`config.mk`:
```
export PLATFORM = sky130hd
export DESIGN_NAME = fpl_top
export DESIGN_NICKNAME = d
export VERILOG_FILES = /design/src/fpl_pkg.sv /design/src/fpl_top.sv /design/src/fpl_qual.sv
export SDC_FILE = /design/constraint.sdc
export NUM_CORES = 1
export LEC_CHECK = 0
export ABC_AREA = 1
export BUFFER_PORTS_ARGS = -buffer_cell sky130_fd_sc_hd__clkbuf_2
export CORE_MARGIN = 2
export CORE_UTILIZATION = 55
export DETAILED_ROUTE_END_ITERATION = 6
export PLACE_DENSITY = 0.79
export REMOVE_ABC_BUFFERS = 1
export SYNTH_ARGS = -nofsm -noshare
export SYNTH_HDL_FRONTEND = slang
export SYNTH_HIERARCHICAL = 1
export SYNTH_SLANG_ARGS = --single-unit
```
`constraint.sdc`:
```
create_clock -name sys_clk_in -period 4.1 [get_ports sys_clk_in]
set_input_delay 1.23 -clock sys_clk_in [delete_from_list [all_inputs] [get_ports sys_clk_in]]
set_output_delay 1.23 -clock sys_clk_in [all_outputs]
set_load 0.02 [all_outputs]
```
`src/fpl_pkg.sv`:
```
package fpl_pkg;
   // =====================================================
   // Clock and timing
   localparam int unsigned CLK_MHZ            = 125;
   localparam int unsigned SUPPLY_QUAL_US     = 10;
   localparam int unsigned TSD_QUAL_US        = 10;
   localparam int unsigned FPIN_HIGH_BLANK_US = 50;
   localparam int unsigned FPIN_LOW_BLANK_US  = 350;
   localparam int unsigned SUPPLY_QUAL_CYC    = SUPPLY_QUAL_US * CLK_MHZ;
   localparam int unsigned TSD_QUAL_CYC       = TSD_QUAL_US * CLK_MHZ;
   localparam int unsigned FPIN_HIGH_CYC      = FPIN_HIGH_BLANK_US * CLK_MHZ;
   localparam int unsigned FPIN_LOW_CYC       = FPIN_LOW_BLANK_US * CLK_MHZ;
   // Long counts, defaults for top-level parameters; short-pulse and counter settings
   localparam int unsigned FAULT_TIMER_MS     = 128;
   localparam int unsigned AUTOREC_MS         = 1000;
   localparam int unsigned SOFTSTART_MS       = 4;
   localparam int unsigned OFFMODE_MS         = 500;
   localparam int unsigned FAULT_TIMER_CYC    = FAULT_TIMER_MS * 1000 * CLK_MHZ;
   localparam int unsigned AUTOREC_CYC        = AUTOREC_MS * 1000 * CLK_MHZ;
   localparam int unsigned SOFTSTART_CYC      = SOFTSTART_MS * 1000 * CLK_MHZ;
   localparam int unsigned OFFMODE_CYC        = OFFMODE_MS * 1000 * CLK_MHZ;
   localparam int unsigned SHORT_PULSES       = 4;
   localparam int          CNT_W              = 32;
   localparam logic [2:0]  SHORT_CNT_RESET    = 3'h0;

   // =====================================================
   // Operating states
   typedef enum logic [2:0] {
      FPL_IDLE,
      FPL_SOFTSTART,
      FPL_RUN,
      FPL_LATCHED,
      FPL_STOPPED,
      FPL_THERMAL,
      FPL_OFFMODE
   } fpl_state_t;

   // =====================================================
   // Comparator bundle from the analog front end
   typedef struct packed {
      logic ilim_reached;
      logic short_sense;
      logic max_on_end;
      logic max_duty_end;
      logic supply_below_off;
      logic supply_above_on;
      logic supply_reset;
      logic supply_overvoltage;
      logic fpin_high;
      logic fpin_low;
      logic thermal_shutdown_flag;
      logic brown_out;
      logic line_start_ok;
      logic feedback_below_off;
      logic feedback_above_on;
   } fpl_cmp_t;

   // Controls returned to the analog side
   typedef struct packed {
      logic gate_enable;
      logic softstart_active;
      logic doubled_bias_current;
      logic startup_source_en;
      logic internal_supply_en;
   } fpl_ctl_t;

   // Latch causes
   typedef struct packed {
      logic overcurrent;
      logic winding_short;
      logic low_supply;
      logic max_on;
      logic fault_pin;
      logic overvoltage;
   } fpl_cause_t;
endpackage

```
`src/fpl_top.sv`:
```
// Overview of operation
// Current limit runs fault timer, expiry latches off
// Leaving current limit early clears fault timer
// Max on-time termination also runs fault timer
// Autorecovery builds restart after autorecovery delay
// Brown-out or supply reset releases latch
// Four consecutive short-sense pulses latch off
// Low supply for 10 us latches off
// Fault pin outside window latches off
// Fault-pin autorecovery is a build option
// Blank fault-pin spikes: 50 us high, 350 us low
// Brown-out or supply reset clears fault-pin latch
// High fault threshold checked from supply turn-on
// Low fault threshold checked after soft-start
// Doubled bias current during soft-start
// Thermal shutdown stops gate, supply kept alive
// Thermal clear restarts with soft-start
// Max on, duty, pin, overvoltage: no autorecovery
// Brown-out stops; restart needs line and supply
// Off mode on low feedback, resume on valid
`timescale 1ns/1ps
module fpl_top
   import fpl_pkg::*;
#(
   parameter int unsigned FAULT_TIMER_LEN = FAULT_TIMER_CYC,
   parameter int unsigned AUTOREC_LEN     = AUTOREC_CYC,
   parameter int unsigned SOFTSTART_LEN   = SOFTSTART_CYC,
   parameter int unsigned OFFMODE_LEN     = OFFMODE_CYC,
   parameter int unsigned FPIN_HIGH_LEN   = FPIN_HIGH_CYC,
   parameter int unsigned FPIN_LOW_LEN    = FPIN_LOW_CYC,
   parameter bit          AUTOREC_BUILD   = 1'b1,
   parameter bit          FPIN_AUTOREC    = 1'b0
)(
   // Clock and reset
   input  wire logic             sys_clk_in,
   input  wire logic             reset_n_in,
   input  wire logic             clk_en_in,
   // Comparators and pulse events
   input  wire fpl_pkg::fpl_cmp_t cmp_in,
   input  wire logic             pwm_request_in,
   input  wire logic             pulse_end_in,
   // Gate and controls
   output logic                  gate_drive_out,
   output fpl_pkg::fpl_ctl_t     ctl_out,
   output fpl_pkg::fpl_state_t   state_out,
   output fpl_pkg::fpl_cause_t   cause_out
);
   import fpl_pkg::*;

   fpl_state_t       state;
   fpl_state_t       next_state;
   fpl_cause_t       cause;
   fpl_cause_t       next_cause;
   logic [CNT_W-1:0] fault_cnt;
   logic [CNT_W-1:0] next_fault_cnt;
   logic [CNT_W-1:0] tmr;
   logic [CNT_W-1:0] next_tmr;
   logic [2:0]       short_cnt;
   logic [2:0]       next_short_cnt;
   logic             fault_run;
   logic             next_fault_run;
   // Set when max on-time or max duty started the timer
   logic             max_on_run;
   logic             next_max_on_run;
   logic             gate;
   logic             next_gate;
   logic             low_supply_q;
   logic             ovp_q;
   logic             tsd_q;
   logic             fpin_high_q;
   logic             fpin_low_q;
   logic             release_all;
   logic             switching;
   logic             fault_expired;
   logic             short_trip;
   logic             any_trip;
   logic             autorec_ok;
   logic             restart_ok;

   function automatic logic reached(input logic [CNT_W-1:0] c,
                                    input int unsigned len);
      reached = (c >= CNT_W'(len - 1));
   endfunction

   // =====================================================
   // Qualification filters
   assign switching = (state == FPL_SOFTSTART) || (state == FPL_RUN);

   fpl_qual #(.LEN(SUPPLY_QUAL_CYC)) u_low_supply (
      .sys_clk_in    (sys_clk_in),
      .reset_n_in    (reset_n_in),
      .clk_en_in     (clk_en_in),
      .level_in      (cmp_in.supply_below_off),
      .clear_in      (!switching),
      .qualified_out (low_supply_q)
   );

   fpl_qual #(.LEN(SUPPLY_QUAL_CYC)) u_ovp (
      .sys_clk_in    (sys_clk_in),
      .reset_n_in    (reset_n_in),
      .clk_en_in     (clk_en_in),
      .level_in      (cmp_in.supply_overvoltage),
      .clear_in      (!switching),
      .qualified_out (ovp_q)
   );

   fpl_qual #(.LEN(TSD_QUAL_CYC)) u_tsd (
      .sys_clk_in    (sys_clk_in),
      .reset_n_in    (reset_n_in),
      .clk_en_in     (clk_en_in),
      .level_in      (cmp_in.thermal_shutdown_flag),
      .clear_in      (1'b0),
      .qualified_out (tsd_q)
   );

   // High threshold watched from turn-on, low only after soft-start
   fpl_qual #(.LEN(FPIN_HIGH_LEN)) u_fpin_high (
      .sys_clk_in    (sys_clk_in),
      .reset_n_in    (reset_n_in),
      .clk_en_in     (clk_en_in),
      .level_in      (cmp_in.fpin_high),
      .clear_in      (!(switching || state == FPL_IDLE)
                      || !cmp_in.supply_above_on && state == FPL_IDLE),
      .qualified_out (fpin_high_q)
   );

   fpl_qual #(.LEN(FPIN_LOW_LEN)) u_fpin_low (
      .sys_clk_in    (sys_clk_in),
      .reset_n_in    (reset_n_in),
      .clk_en_in     (clk_en_in),
      .level_in      (cmp_in.fpin_low),
      .clear_in      (state != FPL_RUN),
      .qualified_out (fpin_low_q)
   );

   // =====================================================
   // Trip decode
   assign release_all   = cmp_in.brown_out || cmp_in.supply_reset;
   assign fault_expired = fault_run && reached(fault_cnt, FAULT_TIMER_LEN);
   assign short_trip    = pulse_end_in && cmp_in.short_sense
                          && (short_cnt == 3'(SHORT_PULSES - 1));
   assign any_trip      = switching && (fault_expired || short_trip
                          || low_supply_q || ovp_q || fpin_high_q
                          || fpin_low_q);
   // Causes that autorecovery may not clear
   assign autorec_ok    = AUTOREC_BUILD && !cause.max_on && !cause.overvoltage
                          && !(cause.fault_pin && !FPIN_AUTOREC);
   assign restart_ok    = cmp_in.line_start_ok && cmp_in.supply_above_on;

   // =====================================================
   // Fault timer and short-pulse count
   always_comb begin
      next_fault_run  = fault_run;
      next_fault_cnt  = fault_cnt;
      next_max_on_run = max_on_run;
      next_short_cnt  = short_cnt;
      if (fault_run && !fault_expired) begin
         next_fault_cnt = fault_cnt + CNT_W'(1);
      end
      if (!switching) begin
         next_fault_run  = 1'b0;
         next_fault_cnt  = '0;
         next_max_on_run = 1'b0;
         next_short_cnt  = SHORT_CNT_RESET;
      end else begin
         if (pulse_end_in && (cmp_in.max_on_end || cmp_in.max_duty_end)) begin
            next_fault_run  = 1'b1;
            next_max_on_run = 1'b1;
         end else if (cmp_in.ilim_reached) begin
            next_fault_run = 1'b1;
         end else if (fault_run && !max_on_run && !fault_expired) begin
            next_fault_run = 1'b0;
            next_fault_cnt = '0;
         end
         if (pulse_end_in) begin
            next_short_cnt = cmp_in.short_sense ? short_cnt + 3'h1
                                                : SHORT_CNT_RESET;
         end
      end
   end

   // =====================================================
   // Fault timer and short-pulse count registers
   always_ff @(posedge sys_clk_in) begin
      if (!reset_n_in) begin
         fault_run  <= 1'b0;
         fault_cnt  <= '0;
         max_on_run <= 1'b0;
         short_cnt  <= SHORT_CNT_RESET;
      end else if (clk_en_in) begin
         fault_run  <= next_fault_run;
         fault_cnt  <= next_fault_cnt;
         max_on_run <= next_max_on_run;
         short_cnt  <= next_short_cnt;
      end
   end

   // =====================================================
   // Main state machine
   always_comb begin
      next_state = state;
      next_cause = cause;
      next_tmr   = tmr + CNT_W'(1);
      next_gate  = 1'b0;
      if (tsd_q && state != FPL_THERMAL) begin
         next_state = FPL_THERMAL;
         next_tmr   = '0;
      end else if (cmp_in.brown_out && state != FPL_STOPPED) begin
         next_state = FPL_STOPPED;
         next_cause = '0;
      end else begin
         case (state)
            FPL_IDLE: begin
               next_tmr = '0;
               if (cmp_in.supply_reset) begin
                  next_cause = '0;
               end else if (restart_ok && !cmp_in.fpin_high) begin
                  next_state = FPL_SOFTSTART;
               end
            end
            FPL_SOFTSTART, FPL_RUN: begin
               next_gate = pwm_request_in;
               if (state == FPL_SOFTSTART && reached(tmr, SOFTSTART_LEN)) begin
                  next_state = FPL_RUN;
                  next_tmr   = '0;
               end
               if (state == FPL_RUN) begin
                  next_tmr = cmp_in.feedback_below_off ? tmr + CNT_W'(1) : '0;
                  if (reached(tmr, OFFMODE_LEN)) begin
                     next_state = FPL_OFFMODE;
                     next_gate  = 1'b0;
                  end
               end
               if (any_trip) begin
                  next_state = FPL_LATCHED;
                  next_gate  = 1'b0;
                  next_tmr   = '0;
                  next_cause.overcurrent   = fault_expired && cmp_in.ilim_reached;
                  next_cause.max_on        = fault_expired && !cmp_in.ilim_reached;
                  next_cause.winding_short = short_trip;
                  next_cause.low_supply    = low_supply_q;
                  next_cause.overvoltage   = ovp_q;
                  next_cause.fault_pin     = fpin_high_q || fpin_low_q;
               end
            end
            FPL_LATCHED: begin
               if (cmp_in.supply_reset) begin
                  next_state = FPL_IDLE;
                  next_cause = '0;
               end else if (autorec_ok && reached(tmr, AUTOREC_LEN)) begin
                  next_state = FPL_IDLE;
                  next_cause = '0;
               end
            end
            FPL_STOPPED: begin
               if (!release_all || cmp_in.supply_reset) begin
                  if (restart_ok) begin
                     next_state = FPL_IDLE;
                  end
               end
            end
            FPL_THERMAL: begin
               if (!tsd_q && restart_ok) begin
                  next_state = FPL_IDLE;
               end
            end
            FPL_OFFMODE: begin
               if (restart_ok && cmp_in.feedback_above_on) begin
                  next_state = FPL_IDLE;
               end
            end
            default: next_state = FPL_IDLE;
         endcase
      end
   end

   // =====================================================
   // State registers
   always_ff @(posedge sys_clk_in) begin
      if (!reset_n_in) begin
         state <= FPL_IDLE;
         cause <= '0;
         tmr   <= '0;
         gate  <= 1'b0;
      end else if (clk_en_in) begin
         state <= next_state;
         cause <= next_cause;
         tmr   <= next_tmr;
         gate  <= next_gate;
      end
   end

   // =====================================================
   // Outputs
   assign gate_drive_out = gate && !tsd_q;
   assign state_out      = state;
   assign cause_out      = cause;
   assign ctl_out.gate_enable          = switching;
   assign ctl_out.softstart_active     = (state == FPL_SOFTSTART);
   assign ctl_out.doubled_bias_current = (state == FPL_SOFTSTART);
   assign ctl_out.startup_source_en    = (state != FPL_THERMAL);
   assign ctl_out.internal_supply_en   = (state != FPL_OFFMODE);
endmodule

```
`src/fpl_qual.sv`:
```
`timescale 1ns/1ps
module fpl_qual
   import fpl_pkg::*;
#(
   parameter int unsigned LEN = 1
)(
   // Clock and reset
   input  wire logic sys_clk_in,
   input  wire logic reset_n_in,
   input  wire logic clk_en_in,
   // Level to qualify
   input  wire logic level_in,
   input  wire logic clear_in,
   output logic      qualified_out
);
   logic [CNT_W-1:0] count;
   logic [CNT_W-1:0] next_count;
   logic             next_qualified;

   // =====================================================
   // Counts how long the level has stood
   always_comb begin
      next_count     = count;
      next_qualified = qualified_out;
      if (clear_in || !level_in) begin
         next_count     = '0;
         next_qualified = 1'b0;
      end else if (count >= CNT_W'(LEN - 1)) begin
         next_qualified = 1'b1;
      end else begin
         next_count = count + CNT_W'(1);
      end
   end

   always_ff @(posedge sys_clk_in) begin
      if (!reset_n_in) begin
         count         <= '0;
         qualified_out <= 1'b0;
      end else if (clk_en_in) begin
         count         <= next_count;
         qualified_out <= next_qualified;
      end
   end
endmodule

```
# Word-level counts from Yosys, hierarchy flattened
# Cells that the tools add are included.
# op_classes
n_bitwise	1
reduce_logical	75
n_shift	0
muxes	68
mul	0
eq_ne	30
div_mod_pow	0
addsub	8
order_cmp	9
# ops
cell	n
$mux W32	21
$add A32 B1 Y32 const B	7
$ge A32 B11 Y1 const B	3
$pmux W32 S2	1
$mux W3	17
$ge A32 B13 Y1 const B	1
$ge A32 B16 Y1 const B	1
$ge A32 B19 Y1 const B	1
$ge A32 B24 Y1 const B	1
$ge A32 B26 Y1 const B	1
$ge A32 B27 Y1 const B	1
$mux W6	5
$reduce_and A2 Y1	13
$logic_and A1 B1 Y1	22
$mux W1	22
$ne A4 B4 Y1 const B	5
$pmux W3 S6	1
$pmux W6 S3	1
$logic_or A1 B1 Y1	16
$logic_not A1 Y1	15
$ne A2 B1 Y1 const B	6
$ne A3 B3 Y1 const B	4
$eq A3 B2 Y1 const B	3
$eq A3 B3 Y1 const B	3
other kinds (14)	20
# totals
regBits	244
mem_bits_ro	0
word_cells	214
latch_bits	0
out_inout_bits	15
mem_count	0
ramBits	0

# Longest topological paths before layout
# logic_depth
depth_word	12
depth_mapped	16
mapped_depth_nobuf	16

# Modules after synthesis
# The synthesis kept the hierarchy.
# modules_own_cells
module	area_per_inst_um2	cells_per_inst	n_inst
fpl_top	5326.4	838	1
fpl_qual (u_low_supply ...)	1615.3	210	3
fpl_qual (u_fpin_high)	1801.7	262	1
fpl_qual (u_fpin_low)	1799.2	234	1

# Least setup slack after synthesis
# Ideal clock, no wire load.
# synth_path
path_type	register to output
startpoint	register state[0] (netlist: state_out[0])
endpoint	output ctl_out[4] (netlist name)
slack_ns	1.587
path_buffers	1
t_required_ns	2.870
arrival_ns	1.283
stages_incl_launch_ff	6
path_cell_list	dfxtp_1 inv_2 nor3_4 inv_2 nand2_4 buf_4
# synth_lines
element	line_no	text
start, declared	fpl_top.sv:50	fpl_state_t state;
start signal, assigned	fpl_top.sv:286	state <= next_state;
end, declared	fpl_top.sv:44	output fpl_pkg::fpl_ctl_t ctl_out,

==> impl_summary.txt <==
----------------------------------------------------
[Final layout]
  N_diodes ... 0
  Most used cells in the layout excluding fill and tap cells ... nand2_1, nor2_1, dfxtp_1
  Multi-input combinational cell area ... 7470 sq um
  Total of fill cells in the finished design ... 2188
  Area Growth Syn to Fin ... 7.78%
  Final std cell area, no fill ... 14800 sq um
  Sequential standard cell area ... 4880 sq um
  Net count, final ... 1991
  Most common library cell in the layout ignoring fill and taps ... nand2_1
  Fraction of layout instances using a drive strength above 1 ... 0.141
  Non-filler instance count after layout ... 2296

[Logic synthesis]
  Fraction of registers with async set/reset ... 0
  Number of synthesized register bits ... 244
  Number of synthesized flops with an enable pin ... 0
  Syn Area/Cell ... 7.01 sq um
  Sequential-to-total area share from yosys stat ... 0.355
  Number of distinct library cell variants in the gate-level netlist after synthesis ... 57
  Main flop type after synthesis ... dfxtp_1
  Number of instances in the synthesized netlist ... 1964
  Warnings from Yosys ... 6
  Synth Cell Area ... 13800 sq um

[CTS]
  Clock root cell ... clkbuf_16
  Clock latency of the later-clocked register in the worst-skew pair ... 0.54 ns
  TritonCTS clock tree ... done
  CTS HTree Levels ... 1
  Sink count of the clock tree ... 244
  Total setup buffers inserted after CTS ... 0
  Clock tree buffer depth ... 3
  CTS hold repair buffers ... 0
  Gates resized, CTS repair ... 0
  Clock transition at the registers of the reported paths ... 0.06 ns
  Inserted Clock Buffers ... 27

[Drt]
  Remaining antenna violation count after routing ... 0
  Total Wirelength ... 30800 um
  Routed vias/inst ... 5.34
  Remaining routing DRC violations ... 0
  Number of search-and-repair iterations in the first detailed-routing pass ... 5
  Routed wirelength normalized by instance count ... 13.4 um
  DRC marker count from the first detailed-route iteration ... 1037
  Via total after detailed routing ... 12300

[STA]
  Fraction of the cycle the final worst path needs ... 0.745
  Worst relative slew slack ... 0.231
  Max Clk Rate ... 327 MHz
  Clock period minus final worst setup slack ... 3.06 ns
  Post-route worst setup slack ... 1.04 ns
  Setup repair after global routing missed its margin ... no
  Post-route setup TNS ... 0 ns
  Clock skew ... 0.0187 ns
  Number of setup violations in the final report ... 0
  Count of final hold-check violations ... 0
  Worst-Margin Slew ... 1.15 ns
  Final Max Slew Viols ... 0

[Power]
  PwrDens ... 357 nW/um^2
  Post-layout total power ... 5.29 mW
  Pleak ... 5.64 nW
  Worst supply voltage drop on vdd ... 0.291 mV

[Worst setup path]
  Kind of end point of the critical path ... output pin
  Top Family by Delay on Critical Path ... flip-flops
  Reg-to-reg setup timing slack ... 1.11 ns
  CP Class ... reg2out
  Critical Path Start Type ... flip-flop
  Arrival time worst endpoint ... 1.83 ns
  Worst path bufs/invs ... 3
  Cells along the critical path ... inv_2, nor3_4, inv_2, nand2_4, clkbuf_2
  Critical Path RT ... 2.87 ns
  Critical register-to-register path endpoint ... u_fpin_high/count[3]$_SDFFE_PN0P_
  Crit path max-delay cell type ... dfxtp_1
  Cell depth of the worst flop-to-flop path ... 14
  Cell repeated most along the worst path ... inv_2
  Peak fanout along the critical path ... 7
  Biggest cell delay along the critical path ... 0.52 ns
  Launch instance of the worst register-to-register path ... state_out[0]$_SDFFE_PN0P_

[Min path]
  Min-Delay Startpoint ... u_fpin_high/count[25]$_SDFFE_PN0P_
  Cell depth of the worst hold path ... 2
  End point of the most critical hold path ... u_fpin_high/count[25]$_SDFFE_PN0P_
  Hold crit path type ... reg2reg

[Global routing]
  Most crowded layer after global routing ... met2
  Met2 Track Usage GR ... 0.413
  First-pass GRT wire length ... 53100 um
  Total global-route track usage ... 0.234
  Grt ovf ... 0
  Largest net degree at the start of global routing ... 57
  GR Util met3 ... 0.0342
  GRT met1 Usage ... 0.296
  Initial antenna violation count ... 0
  Via count of the first global-routing pass ... 11600

[Floorplan]
  Count of standard-cell rows ... 57
  Die area ... 26300 sq um
  Initial Utilization ... 0.563
  Number of top-level pins ... 35
  Die boundary height ... 162 um
  Width of the chip ... 162 um
  Core footprint ... 24500 sq um

[Place]
  Count of input and output buffers ... 34
  Placed cell areas ... 13900 sq um
  Place WS ... 1.10 ns
  Final estimated routing congestion in global placement ... 0.935
  Post-placement cell count ... 2247
  Post-DP HPWL ... 20900 um

[Run status]
  Result of the run ... complete, no violations

[Job]
  Number of maximum-capacitance violations ... 0

----------------------------------------------------
## cell type report
cell class,instances,share of cell area
clock buffer,42,0.0540
clock inverter,7,0.00936
tap,324,0.0273
multi-input combinational,1399,0.503
sequential,244,0.329
inverter,237,0.0602
timing repair buffer,43,0.0170
## per-layer routing
metal / wire length [um] / vias up
met5: 0 / -
met4: 739 / 0
met3: 1350 / 55
met2: 14900 / 254
met1: 13700 / 5668
li1: - / 6289
## cells in the mapped netlist (2+ instances only)
| cell type | number | area [sq um] |
|---|---|---|
| a21oi_2 | 18 | 158 |
| nand4_2 | 2 | 25.0 |
| nor4_1 | 7 | 43.8 |
| nand4_1 | 31 | 194 |
| o21a_1 | 3 | 22.5 |
| inv_1 | 213 | 800 |
| nor3b_1 | 8 | 60.1 |
| clkbuf_1 | 34 | 128 |
| ha_1 | 19 | 238 |
| nor3_1 | 73 | 365 |
| nand2_2 | 40 | 250 |
| buf_2 | 18 | 90.1 |
| buf_6 | 16 | 180 |
| a211oi_1 | 9 | 67.6 |
| and3_1 | 2 | 12.5 |
| nand3_1 | 200 | 1000 |
| clkbuf_2 | 3 | 15.0 |
| nor2_1 | 258 | 968 |
| nand3_2 | 21 | 210 |
| nand3b_1 | 3 | 22.5 |
| nor3b_2 | 32 | 400 |
| nand2_4 | 5 | 56.3 |
| a21oi_1 | 121 | 606 |
| buf_12 | 2 | 40.0 |
| o211ai_1 | 5 | 37.5 |
| or2_2 | 4 | 25.0 |
| dfxtp_1 | 244 | 4880 |
| nor3_2 | 7 | 70.1 |
| xor2_1 | 55 | 482 |
| inv_2 | 22 | 82.6 |
| o21ai_1 | 7 | 35.0 |
| nor2_2 | 22 | 138 |
| xnor2_1 | 16 | 140 |
| o21ai_0 | 25 | 125 |
| buf_4 | 9 | 67.6 |
| nor2_4 | 11 | 124 |
| nand2_1 | 378 | 1420 |
| buf_1 | 2 | 7.51 |
## logic make-up after synthesis
group                      Yosys count  synth area share
buffers and inverters              321             0.103
adders and majority gates           19            0.0173
DFF                                244             0.355
xor gates and xnor gates            71            0.0451
AOI/OAI and AO/OA                  199            0.0842
other                                1          0.000272
and+or+nand+nor                   1109             0.395
## power breakdown
group	leakage [nW]	internal (mW)	switching, mW
Combinational	3.21	0.0781	0.278
Clock	0.461	1.59	0.950
Sequential	1.97	2.38	0.0164
Total	5.64	4.05	1.24
## worst reg2reg max path, stage by stage (launching register included)
cell and delay [ns]:
dfxtp_1 0.52, inv_2 0.11, nor3_4 0.28, inv_2 0.08, nand2_4 0.12, inv_4 0.13
nand2_1 0.15, o21ai_0 0.11, nor2_1 0.34, inv_1 0.28, nand2_1 0.37, nand2_1 0.19
inv_1 0.10, nand2_1 0.06, a21oi_1 0.11
## flip-flops by register name, summed over array words and instances (netlist names)
name / flops
cause_out: 6
fault_cnt: 32
fault_run: 1
gate: 1
max_on_run: 1
short_cnt: 3
state_out: 3
tmr: 32
u_fpin_high/count: 32
u_fpin_high/qualified_out: 1
u_fpin_low/count: 32
u_fpin_low/qualified_out: 1
u_low_supply/count: 32
u_low_supply/qualified_out: 1
u_ovp/count: 32
u_ovp/qualified_out: 1
u_tsd/count: 32
u_tsd/qualified_out: 1
## how the worst max path moves through the flow
stage | cells after the start | end | slack, ns | start
3_3_place_gp | 9 | cause_out[1]$_SDFFE_PN0P_ | 1.13 | clk_en_in
5_1_grt | 14 | u_fpin_high/count[3]$_SDFFE_PN0P_ | 0.88 | state_out[0]$_SDFFE_PN0P_
4_1_cts | 5 | ctl_out[4] | 1.04 | state_out[0]$_SDFFE_PN0P_
3_5_place_dp | 7 | tmr[19]$_SDFFE_PN0P_ | 1.10 | cmp_in[13]
6_report | 5 | ctl_out[4] | 1.04 | state_out[0]$_SDFFE_PN0P_
2_1_floorplan | 6 | fault_cnt[2]$_SDFFE_PN0P_ | 1.27 | clk_en_in
## through the flow
step | hold WS, ns | util
floorplan | 0.419 | -
global placement | 0.426 | 0.568
detailed placement | 0.431 | 0.568
CTS | 0.440 | 0.607
global route | 0.456 | 0.607
finish | 0.439 | 0.607
No activity file was read; power rests on OpenSTA's default activity.
